File: src/logic/mac_backoff_pkg.sv
// constants shared by the back-off, duplex and speed control logic
// assumes a 200 MHz reference clock and a word-wide register port
package mac_backoff_pkg;
    // register map, word addresses on the register port
    localparam logic [11:0] CTRL_OFFSET   = 12'h100; // control word
    localparam logic [11:0] STATUS_OFFSET = 12'h1F0; // live state word
    // control field positions
    localparam int RESET_BIT    = 0;  // self-clearing mac reset
    localparam int SPEED_LSB    = 1;  // speed select, two bits
    localparam int DUPLEX_BIT   = 3;  // duplex select
    localparam int LIMIT_LSB    = 6;  // back-off limit, two bits
    localparam int AUTO_SPD_BIT = 11; // automatic speed detection
    localparam int AUTO_DPX_BIT = 12; // automatic duplex detection
    // reset values
    localparam logic [1:0] LIMIT_RST    = 2'h0;
    localparam logic       DUPLEX_RST   = 1'h0;
    localparam logic [1:0] SPEED_RST    = 2'h0;
    localparam logic       AUTO_SPD_RST = 1'h0;
    localparam logic       AUTO_DPX_RST = 1'h1;
    localparam logic [15:0] LFSR_SEED   = 16'hACE1;
    // speed encodings
    localparam logic [1:0] SPD_10   = 2'h0;
    localparam logic [1:0] SPD_100  = 2'h1;
    localparam logic [1:0] SPD_1000 = 2'h2;
    // back-off exponent ceiling and limit caps
    localparam logic [3:0] K_MAX     = 4'hA;
    localparam logic [3:0] CAP_LIM00 = 4'hA;
    localparam logic [3:0] CAP_LIM01 = 4'h8;
    localparam logic [3:0] CAP_LIM10 = 4'h4;
    localparam logic [3:0] CAP_LIM11 = 4'h1;
    // slot time in bit times and bit times in picoseconds
    localparam longint SLOT_BITS   = 512;
    localparam longint CLK_PS      = 5000;
    localparam longint BIT_PS_10   = 100000;
    localparam longint BIT_PS_100  = 10000;
    localparam longint BIT_PS_1000 = 1000;
    // slot time in clock cycles, a least time so rounded up
    localparam int SLOT_CYC_10   =
        int'((SLOT_BITS * BIT_PS_10 + CLK_PS - 1) / CLK_PS);
    localparam int SLOT_CYC_100  =
        int'((SLOT_BITS * BIT_PS_100 + CLK_PS - 1) / CLK_PS);
    localparam int SLOT_CYC_1000 =
        int'((SLOT_BITS * BIT_PS_1000 + CLK_PS - 1) / CLK_PS);
    // receive clock period thresholds in reference cycles
    localparam logic [7:0] RXC_GIG_MAX  = 8'h04;
    localparam logic [7:0] RXC_FAST_MAX = 8'h14;
endpackage : mac_backoff_pkg

File: src/logic/mac_backoff_duplex_speed_ctrl.sv
// collision back-off, duplex and speed control with a mac reset bit
// assumes a plain register port, synchronous inputs, one 200 MHz clock
//
// Operation
// - collision waits random slot count below 2^K
// - K is min of retry count, ten
// - random value comes from free-running LFSR
// - wait counter loads LFSR bits, counts slots
// - limit field 7:6, 00 ten, 10 four
// - slot time is 512 bit times
// - duplex bit 3 writable unless auto detect
// - full duplex never defers on collision
// - gigabit speed forces full duplex
// - speed field 2:1 writable unless auto detect
// - speeds offered are 10, 100, 1000
// - speed survives protected soft reset, duplex then follows phy duplex
// - auto speed samples receive clock, reports it
//
// Implementation choices: the placing of the registers and strobed register access.
`timescale 1ns/1ps
module mac_backoff_duplex_speed_ctrl
    import mac_backoff_pkg::*;
#(
    parameter int SLOT10 = mac_backoff_pkg::SLOT_CYC_10 // 10 Mb/s slot
)(
    input  wire logic        ref_clk,
    input  wire logic        rst_n,
    input  wire logic [11:0] regAddr,
    input  wire logic [31:0] regWrData,
    input  wire logic        regWr,
    input  wire logic        regRd,
    output logic      [31:0] regRdData,
    input  wire logic        collision,
    input  wire logic [4:0]  retryCount,
    input  wire logic        rxClk,
    input  wire logic        phyDuplexFull,
    input  wire logic        liteReset,
    input  wire logic        rstProtect,
    input  wire logic        rx_enable,
    input  wire logic        tx_enable,
    output logic             backoffActive,
    output logic             retryGo,
    output logic             fullDuplexEff,
    output logic      [1:0]  speedSel,
    output logic             macReset
);
    import mac_backoff_pkg::*;

    // control register state
    logic [1:0]  limit_q, limit_d;         // back-off limit select
    logic        duplex_q, duplex_d;       // duplex select
    logic [1:0]  speed_q, speed_d;         // speed select
    logic        autoSpd_q, autoSpd_d;     // auto speed detect
    logic        autoDpx_q, autoDpx_d;     // auto duplex detect
    logic        macReset_q;               // reset pulse
    logic [31:0] rdData_q;                 // read data
    // back-off state
    logic [15:0] lfsr_q;                   // random source
    logic        busy_q;                   // waiting out slots
    logic [9:0]  waitCnt_q;                // slots still to wait
    logic [15:0] slotCnt_q;                // cycles left in slot
    logic        done_q;                   // retry permission
    logic        effFull_q;                // effective full duplex
    // receive clock measurement
    logic        rxc_q;                    // sampled receive clock
    logic [7:0]  rxPer_q;                  // cycles since last edge
    logic [1:0]  detSpd_q;                 // last detected speed

    // register decode
    wire ctrlHit   = (regAddr == CTRL_OFFSET);
    wire statusHit = (regAddr == STATUS_OFFSET);
    wire ctrlWr    = regWr && ctrlHit;
    // writes are taken whenever they come; keeping the mac idle is
    // software's part
    wire idle      = !rx_enable && !tx_enable;

    // read mux, reset bit reads zero
    wire [31:0] ctrlWord = {19'h0, autoDpx_q, autoSpd_q, 3'h0, limit_q,
                            2'h0, duplex_q, speed_q, 1'h0};
    wire [31:0] statWord = {11'h0, idle, detSpd_q, effFull_q, done_q,
                            busy_q, 5'h0, waitCnt_q};
    wire [31:0] rdMux    = ctrlHit ? ctrlWord
                         : statusHit ? statWord : 32'h0;

    // soft reset shield for duplex and speed
    wire softLoad = liteReset && !rstProtect;

    // next values of the control fields
    always_comb begin
        limit_d   = limit_q;
        autoSpd_d = autoSpd_q;
        autoDpx_d = autoDpx_q;
        duplex_d  = duplex_q;
        speed_d   = speed_q;
        if (ctrlWr) begin
            limit_d   = regWrData[LIMIT_LSB +: 2];
            autoSpd_d = regWrData[AUTO_SPD_BIT];
            autoDpx_d = regWrData[AUTO_DPX_BIT];
        end
        // duplex follows phy or software
        if (autoDpx_q) begin
            duplex_d = phyDuplexFull;
        end else if (ctrlWr) begin
            duplex_d = regWrData[DUPLEX_BIT];
        end
        // speed follows detection or software
        if (autoSpd_q) begin
            speed_d = detSpd_q;
        end else if (ctrlWr) begin
            speed_d = regWrData[SPEED_LSB +: 2];
        end
        // lite reset reloads defaults; protected fields kept
        if (liteReset) begin
            limit_d   = LIMIT_RST;
            autoSpd_d = AUTO_SPD_RST;
            autoDpx_d = AUTO_DPX_RST;
        end
        if (softLoad) begin
            duplex_d = DUPLEX_RST;
            speed_d  = SPEED_RST;
        end
    end

    // control registers and read port
    always_ff @(posedge ref_clk) begin
        if (!rst_n) begin
            limit_q    <= LIMIT_RST;
            autoSpd_q  <= AUTO_SPD_RST;
            autoDpx_q  <= AUTO_DPX_RST;
            duplex_q   <= DUPLEX_RST;
            speed_q    <= SPEED_RST;
            macReset_q <= 1'h0;
            rdData_q   <= 32'h0;
            effFull_q  <= 1'h0;
        end else begin
            limit_q    <= limit_d;
            autoSpd_q  <= autoSpd_d;
            autoDpx_q  <= autoDpx_d;
            duplex_q   <= duplex_d;
            speed_q    <= speed_d;
            macReset_q <= ctrlWr && regWrData[RESET_BIT];
            rdData_q   <= regRd ? rdMux : 32'h0;
            effFull_q  <= duplex_q || (speed_q == SPD_1000);
        end
    end

    // receive clock period measure, input already synchronous
    wire rxcRise = rxClk && !rxc_q;
    wire [1:0] perSpd = (rxPer_q <= RXC_GIG_MAX)  ? SPD_1000
                      : (rxPer_q <= RXC_FAST_MAX) ? SPD_100 : SPD_10;
    always_ff @(posedge ref_clk) begin
        if (!rst_n) begin
            rxc_q    <= 1'h0;
            rxPer_q  <= 8'h0;
            detSpd_q <= SPEED_RST;
        end else begin
            rxc_q    <= rxClk;
            if (rxcRise) begin
                rxPer_q  <= 8'h1;
                detSpd_q <= perSpd;
            end else if (rxPer_q != 8'hFF) begin
                rxPer_q  <= rxPer_q + 8'h1;
            end
        end
    end

    // exponent and limit cap
    wire [3:0] kVal = (retryCount > 5'(K_MAX)) ? K_MAX
                    : retryCount[3:0];
    wire [3:0] cap  = (limit_q == 2'h0) ? CAP_LIM00
                    : (limit_q == 2'h1) ? CAP_LIM01
                    : (limit_q == 2'h2) ? CAP_LIM10
                    : CAP_LIM11;
    wire [3:0] nBits = (kVal < cap) ? kVal : cap;

    // low-bit mask of nBits ones
    logic [9:0] bitMask;
    for (genvar i = 0; i < 10; i++) begin : g_mask
        assign bitMask[i] = (i < int'(nBits));
    end
    wire [9:0] pick = lfsr_q[9:0] & bitMask;

    // slot length at the running speed
    wire [15:0] slotLen = (speed_q == SPD_1000) ? 16'(SLOT_CYC_1000)
                        : (speed_q == SPD_100)  ? 16'(SLOT_CYC_100)
                        : 16'(SLOT10);

    // collision accepted only in half duplex when idle in back-off
    wire takeColl = collision && !effFull_q && !busy_q;
    wire slotEnd  = busy_q && (slotCnt_q == 16'h0);
    wire fb = lfsr_q[15] ^ lfsr_q[13] ^ lfsr_q[12] ^ lfsr_q[10];

    // lfsr and wait countdown
    always_ff @(posedge ref_clk) begin
        if (!rst_n) begin
            lfsr_q <= LFSR_SEED;
        end else begin
            lfsr_q <= {lfsr_q[14:0], fb};
        end
    end

    always_ff @(posedge ref_clk) begin
        if (!rst_n || macReset_q) begin
            busy_q    <= 1'h0;
            waitCnt_q <= 10'h0;
            slotCnt_q <= 16'h0;
            done_q    <= 1'h0;
        end else begin
            done_q <= 1'h0;
            if (takeColl) begin
                // zero draw retries at once
                busy_q    <= (pick != 10'h0);
                done_q    <= (pick == 10'h0);
                waitCnt_q <= pick;
                slotCnt_q <= slotLen - 16'h1;
            end else if (slotEnd) begin
                waitCnt_q <= waitCnt_q - 10'h1;
                slotCnt_q <= slotLen - 16'h1;
                if (waitCnt_q == 10'h1) begin
                    busy_q <= 1'h0;
                    done_q <= 1'h1;
                end
            end else if (busy_q) begin
                slotCnt_q <= slotCnt_q - 16'h1;
            end
        end
    end

    assign regRdData     = rdData_q;
    assign backoffActive = busy_q;
    assign retryGo       = done_q;
    assign fullDuplexEff = effFull_q;
    assign speedSel      = speed_q;
    assign macReset      = macReset_q;
endmodule : mac_backoff_duplex_speed_ctrl

File: config.mk
export PLATFORM = sky130hd
export DESIGN_NAME = mac_backoff_duplex_speed_ctrl
export DESIGN_NICKNAME = d
export VERILOG_FILES = /design/src/logic/mac_backoff_pkg.sv /design/src/logic/mac_backoff_duplex_speed_ctrl.sv
export SDC_FILE = /design/constraint.sdc
export NUM_CORES = 1
export LEC_CHECK = 0
export BUFFER_PORTS_ARGS = -buffer_cell sky130_fd_sc_hd__buf_2
export CELL_PAD_IN_SITES_DETAIL_PLACEMENT = 0
export CELL_PAD_IN_SITES_GLOBAL_PLACEMENT = 1
export CORE_ASPECT_RATIO = 0.7
export CORE_MARGIN = 5
export CORE_UTILIZATION = 41
export CTS_BUF_LIST = sky130_fd_sc_hd__clkbuf_8
export DETAILED_ROUTE_END_ITERATION = 8
export PLACE_DENSITY_LB_ADDON = 0.25
export SLEW_MARGIN = 30
export SYNTH_ARGS = -nofsm -noshare
export SYNTH_HDL_FRONTEND = slang
export SYNTH_SLANG_ARGS = --single-unit
export TNS_END_PERCENT = 30
File: constraint.sdc
create_clock -name ref_clk -period 3.7 [get_ports ref_clk]
set_input_delay 0.37 -clock ref_clk [delete_from_list [all_inputs] [get_ports ref_clk]]
set_output_delay 0.37 -clock ref_clk [all_outputs]
set_load 0.02 [all_outputs]
==> results of run 1 <==
[cell type report]
type	count	area, um^2	area share, %
clock buffers	9	124	2.70
clock inverters	7	124	2.70
inverters	17	63.8	1.39
flip-flops and latches	82	1640	35.8
multi-input cells	338	2150	46.8
repair buffers	63	325	7.09
well taps	128	160	3.49
[worst max-delay path, stage by stage, from the launching register on]
cell       delay, ps
dfxtp_1          480
nand2b_1         150
ha_1             350
and2_1           200
a221o_1          350
a2111oi_1        630
o211ai_1         220
a31oi_1          330
a32o_1           220
[synthesized netlist by cell type, types with 2 or more instances]
cell type	instances	area share, %
ha_1	12	3.8
or4_1	3	0.57
mux2i_1	7	1.8
xnor2_1	8	1.8
or3_1	4	0.63
and3_1	3	0.47
nor4_1	10	1.6
nor2b_1	7	1.1
nor3_1	16	2.0
o21a_1	3	0.57
a31oi_1	9	1.4
o21ai_1	2	0.25
nand3_2	2	0.50
a211oi_1	8	1.5
xor2_1	11	2.4
and2_1	20	3.1
dfxtp_1	82	41
a22o_1	7	1.5
o21ai_0	15	1.9
buf_4	14	2.6
a2111oi_2	2	0.75
inv_1	17	1.6
clkbuf_1	15	1.4
a22oi_1	3	0.57
a21oi_1	29	3.6
nand3_1	12	1.5
nand4_1	10	1.6
nand2_1	28	2.6
or2_2	2	0.31
nand2b_1	12	1.9
nor2_1	41	3.9
a21o_1	3	0.57
o211ai_1	2	0.38
[cell families after synthesis]
kind of cell	count (synthesis)	share of synthesized area, %
other	1	0.0942
flip-flops	82	41.3
AO/OA/AOI/OAI	105	18.4
XOR/XNOR	19	4.18
adder cells (fa/ha/maj)	12	3.77
multiplexers	8	2.04
AND/OR/NAND/NOR	180	24.2
buffers and inverters	48	6.07
[power breakdown]
group          switching [W]  internal, W  total (W)
registers          0.0000508     0.000929   0.000980
logic               0.000192     0.000125   0.000317
clock network       0.000345     0.000457   0.000802
total               0.000588      0.00151    0.00210
[layer usage]
layer  up-vias  GRT usage [%]  share of wire, %
met5         -              0                 0
met4         0           3.98              0.86
met3         8           5.19               7.6
met2       118           23.3                40
met1      1589           25.2                51
li1       1720              -                 -
[worst min path at each step]
stage,endpoint,startpoint,slack [ps],cells past startpoint
after floorplan,lfsr_q[15],lfsr_q[14],390,1
after global placement,lfsr_q[15],lfsr_q[14],390,1
after detailed placement,lfsr_q[15],lfsr_q[14],400,1
after CTS,regRdData[20],tx_enable,150,2
after global routing,regRdData[20],tx_enable,170,2
final,regRdData[20],tx_enable,170,2
[sequential cells by signal, indices dropped and copies added (netlist names)]
signal         cells
regRdData         18
lfsr_q            16
slotCnt_q         16
waitCnt_q         10
rxPer_q            8
detSpd_q           2
limit_q            2
speedSel           2
autoDpx_q          1
autoSpd_q          1
backoffActive      1
duplex_q           1
fullDuplexEff      1
macReset           1
retryGo            1
rxc_q              1
[metrics by stage]
step | hold WS (ps) | total power (W) | cells | util, % | instance area (um^2)
after floorplan | 386 | 0.00123 | 468 | - | 4030
after global placement | 391 | 0.00131 | 628 | 45.3 | 4340
after detailed placement | 397 | 0.00131 | 628 | 45.3 | 4340
after CTS | 148 | 0.00212 | 644 | 47.9 | 4580
after global routing | 165 | 0.00220 | 644 | 47.9 | 4590
final | 169 | 0.00210 | 644 | 47.9 | 4590
==> reports/qor.txt, run 1 <==
Drc violations - 0
Die W - 128 um
Syn Area/Cell - 8.74 um^2
TritonCTS clock tree - done
Yosys cell types - 69
Pre-Repair DR Iteration Count - 4
Initial DRC Count - 249
# hold bufs at CTS - 0
Seq/Total Area, Yosys - 41.3%
Final WS setup - 702 ps
# fillers - 934
Antenna cells - 0
Number of max-cap violations - 0
Mapped Area - 3980 um^2
Reg clk slew, reported paths - 90 ps
Mapped Cells - 455
Nets - 583
Site Rows - 30
R2R setup slack - 700 ps
Die H - 92.4 um
Grt total ovfl - 0
EDFF count, synth - 0
Vias in the first global route - 3154
Seq cells post-synth - 82
Worst R2R Start - limit_q[1]
Endpoint class of the critical path - flop
Critical path startpoint category - flop
Reg-to-Reg End - retryGo
H-tree levels - 3
IO Pins - 98
Crit path kind - flop to flop
DR vias - 3435
Primary FF master, synth - dfxtp_1
Most common cell after layout, fill and taps aside - dfxtp_1
Setup WS pre-CTS - 487 ps
Async S/R FF share, synth - 0%
DPL Wire Length - 7300 um
Clk_skew - 11.8 ps
Fin. max-slew vios - 0
Outcome - finished clean
FF-to-FF path depth - 8
Worst Tran Pin Value - 849 ps
Drt wl/cell - 15.1 um
Input/output buffers - 59
DRT Wirelength - 9720 um
Final ANT Viol Nets - 0
Initial core utilization - 41.6%
First-pass GRT wire length - 16000 um
Total core area - 9570 um^2
Num CTS Buffers - 9
Most frequent cells in the layout - dfxtp_1, buf_2, nor2_1
Yosys warnings - 0
Max Clk Rate - 334 MHz
Clk root buf - clkbuf_8
Pleak - 1.91 nW
Final min period - 3000 ps
Setup-failing EPs final - 0
Power Density - 458 nW/um^2
CTS Sinks - 82
Rel. slew slack - 43.4%
Post-DR vias/cell - 5.33
Area grow syn2layout - 15.3%
Post-CTS setup buffer count - 0
Die footprint - 11800 um^2
Largest net degree at the start of global routing - 30
Required time of the critical path - 4000 ps
Max Fanout on Critical Path - 6
Critical Path Start - limit_q[1]
Worst-Skew Late Latency - 360 ps
Worst vdd ir - 176 uV
Final period util - 81.0%
Antenna violations before repair - 0
Critical Path AT - 3300 ps
Clock tree buffer depth - 2
Layout cells sized above 1 - 18.2%
Critical Path Sink - retryGo
Setup_tns - 0 ps
Cts repair resizes - 0
GPL Wtd Cong - 0.876
Final hold violation count - 0
Worst min path class - primary input to flop
RSZ-0062 raised after global routing - no
Global-route usage over all layers - 16.9%
Power figures use the tool's default switching activity.
==> run 2, diff against run 1 <==
--- a/config.mk
+++ b/config.mk
@@ -5,12 +5,13 @@
 export SDC_FILE = /design/constraint.sdc
 export NUM_CORES = 1
 export LEC_CHECK = 0
+export ABC_AREA = 1
 export BUFFER_PORTS_ARGS = -buffer_cell sky130_fd_sc_hd__buf_2
 export CELL_PAD_IN_SITES_DETAIL_PLACEMENT = 0
 export CELL_PAD_IN_SITES_GLOBAL_PLACEMENT = 1
 export CORE_ASPECT_RATIO = 0.7
 export CORE_MARGIN = 5
-export CORE_UTILIZATION = 41
+export CORE_UTILIZATION = 40
 export CTS_BUF_LIST = sky130_fd_sc_hd__clkbuf_8
 export DETAILED_ROUTE_END_ITERATION = 8
 export PLACE_DENSITY_LB_ADDON = 0.25
==> constraint.sdc (replaced) <==
create_clock -name ref_clk -period 3.05 [get_ports ref_clk]
set_input_delay 0.305 -clock ref_clk [delete_from_list [all_inputs] [get_ports ref_clk]]
set_output_delay 0.305 -clock ref_clk [all_outputs]
set_load 0.02 [all_outputs]
==> reports/qor.txt, run 2 <==
Flop pwr share - 52.1%
Clk_skew - 7.84 ps
Number of max-cap violations - 0
Final hold violation count - 0
Total power - 0.00225 W
Post-DR vias/cell - 4.86
Worst R2R Start - limit_q[1]
DPL Wire Length - 7280 um
Setup-failing EPs final - 0
Mapped Cells - 532
Reg-to-Reg End - backoffActive
Worst-Skew Late Latency - 350 ps
H-tree levels - 3
Outcome - finished clean
Hold EP - regRdData[20]
Hold Path Cell Cnt - 2
Required time of the critical path - 3290 ps
Cts repair resizes - 0
IO Pins - 98
FF-to-FF path depth - 16
Setup WS pre-CTS - 508 ps
Final min period - 2470 ps
NetSw - 0.000681 W
Hold wc startpoint - tx_enable
Max Clk Rate - 405 MHz
Crit path kind - flop to flop
Final ANT Viol Nets - 0
Worst min path class - primary input to flop
Worst vdd ir - 242 uV
Async S/R FF share, synth - 0%
Setup_tns - 0 ps
Seq cells post-synth - 82
Rel. slew slack - 58.2%
Pleak - 2.11 nW
Post-CTS setup buffer count - 0
Endpoint class of the critical path - flop
Vias in the first global route - 3138
Yosys warnings - 0
Switching share of power - 30.2%
Area grow syn2layout - 13.5%
TritonCTS clock tree - done
Input/output buffers - 59
Num CTS Buffers - 9
Critical Path AT - 2710 ps
Most frequent cells in the layout - nand2_1, dfxtp_1, inv_1
Clock network power share - 30.3%
Internal power - 0.00157 W
Die W - 130 um
R2R setup slack - 580 ps
Die footprint - 12100 um^2
Max Fanout on Critical Path - 5
Yosys cell types - 41
Layout cells sized above 1 - 19.4%
Antenna violations before repair - 0
Initial DRC Count - 262
Design Area, Final - 4540 um^2
Fin. max-slew vios - 0
Grt total ovfl - 0
Global-route usage over all layers - 15.8%
Top cell type's share of synthesized area - 41.0%
Clk root buf - clkbuf_8
Placed Instance Area - 4380 um^2
Seq/Total Area, Yosys - 41.0%
Die H - 93.7 um
Most common cell in the netlist - nand2_1
Drt wl/cell - 13.1 um
Final WS setup - 581 ps
Nets - 668
First-pass GRT wire length - 15200 um
Mapped Area - 4000 um^2
Max FFs per register - 18
Most common cell after layout, fill and taps aside - nand2_1
Pre-Repair DR Iteration Count - 4
DR vias - 3536
Fin util - 46.7%
EDFF count, synth - 0
Reg clk slew, reported paths - 80 ps
# hold bufs at CTS - 0
Critical path startpoint category - flop
Synth top cells by count - nand2_1, dfxtp_1, inv_1
DRT Wirelength - 9540 um
Worst Tran Pin Value - 626 ps
GPL Wtd Cong - 0.814
Antenna cells - 0
Final period util - 81.0%
Drc violations - 0
Site Rows - 30
Power Density - 496 nW/um^2
Primary FF master, synth - dfxtp_1
Largest net degree at the start of global routing - 19
Initial core utilization - 41.1%
CTS Sinks - 82
Area leader, netlist - dfxtp_1
Synth top area cells - dfxtp_1, nand2_1, inv_1
Total core area - 9720 um^2
Clock tree buffer depth - 2
Syn Area/Cell - 7.52 um^2
Power share of the combinational group - 17.6%
RSZ-0062 raised after global routing - no
## run 2: cell types whose count changed in the layout (fill, tap and decap cells not counted), moves of 8 or more
cell,previous run,this run
nand2_1,28,83
nand2b_1,11,0
nand2_2,0,10
nor2_1,41,54
nand3_1,12,30
or2_2,2,10
inv_1,17,80
and2_1,20,0
o21ai_0,15,31
## run 2: final cells by class
type / count / area [um^2]
timing repair buffer: 64 / 333
inverter: 81 / 304
clock inverter: 4 / 21.3
fill: 1007 / 5180
multi-input combinational: 358 / 1940
tap: 128 / 160
clock buffer: 10 / 138
sequential: 82 / 1640
## run 2: power by group through the flow
stage               Combinational, W  Sequential, W  Clock (W)
CTS                         0.000394        0.00117   0.000707
detailed placement          0.000392        0.00120          0
floorplan                   0.000309        0.00119          0
finish                      0.000396        0.00117   0.000682
global placement            0.000386        0.00120          0
global route                0.000445        0.00118   0.000757
## run 2: logic make-up after synthesis
family          count (synthesis)  share of synthesized area [%]
other cells                     1                         0.0937
xor+xnor                       12                           2.63
compound gates                 96                           14.2
fa+ha+maj                      12                           3.75
buf+inv                       105                           11.6
simple gates                  224                           26.6
flops                          82                           41.0
## run 2: worst max-delay path by stage
stage	start	endpoint	slack, ps	depth (start not counted)
global route	limit_q[1]	backoffActive	350	16
global placement	retryCount[3]	backoffActive	550	16
detailed placement	retryCount[3]	backoffActive	510	16
CTS	limit_q[1]	backoffActive	620	16
floorplan	retryCount[3]	backoffActive	850	15
finish	limit_q[1]	backoffActive	580	16
## run 2: layer usage
layer  wire length, um  track usage [%]
met1              4890             22.9
met2              3950             22.7
met3               626             5.00
met4                78             4.15
met5                 0                0
## run 2: worst max-delay path: stages, from the launching register on
cell and delay (ps):
dfxtp_1 370, inv_1 110, nor2_1 130, inv_1 90, ha_1 180, a21oi_1 470
nand2_4 120, nand2_2 120, nand2_4 90, nor2_2 140, nand2_1 70, nand2_1 110
nand3_2 90, nor2_2 90, nand2_2 70, nand2_1 80, a21oi_2 50
## run 2: stage by stage
step	hold slack [ps]	std cells
after detailed placement	405	713
after global placement	399	713
after floorplan	382	545
after CTS	84.7	727
after global routing	75.7	727
final	104	727
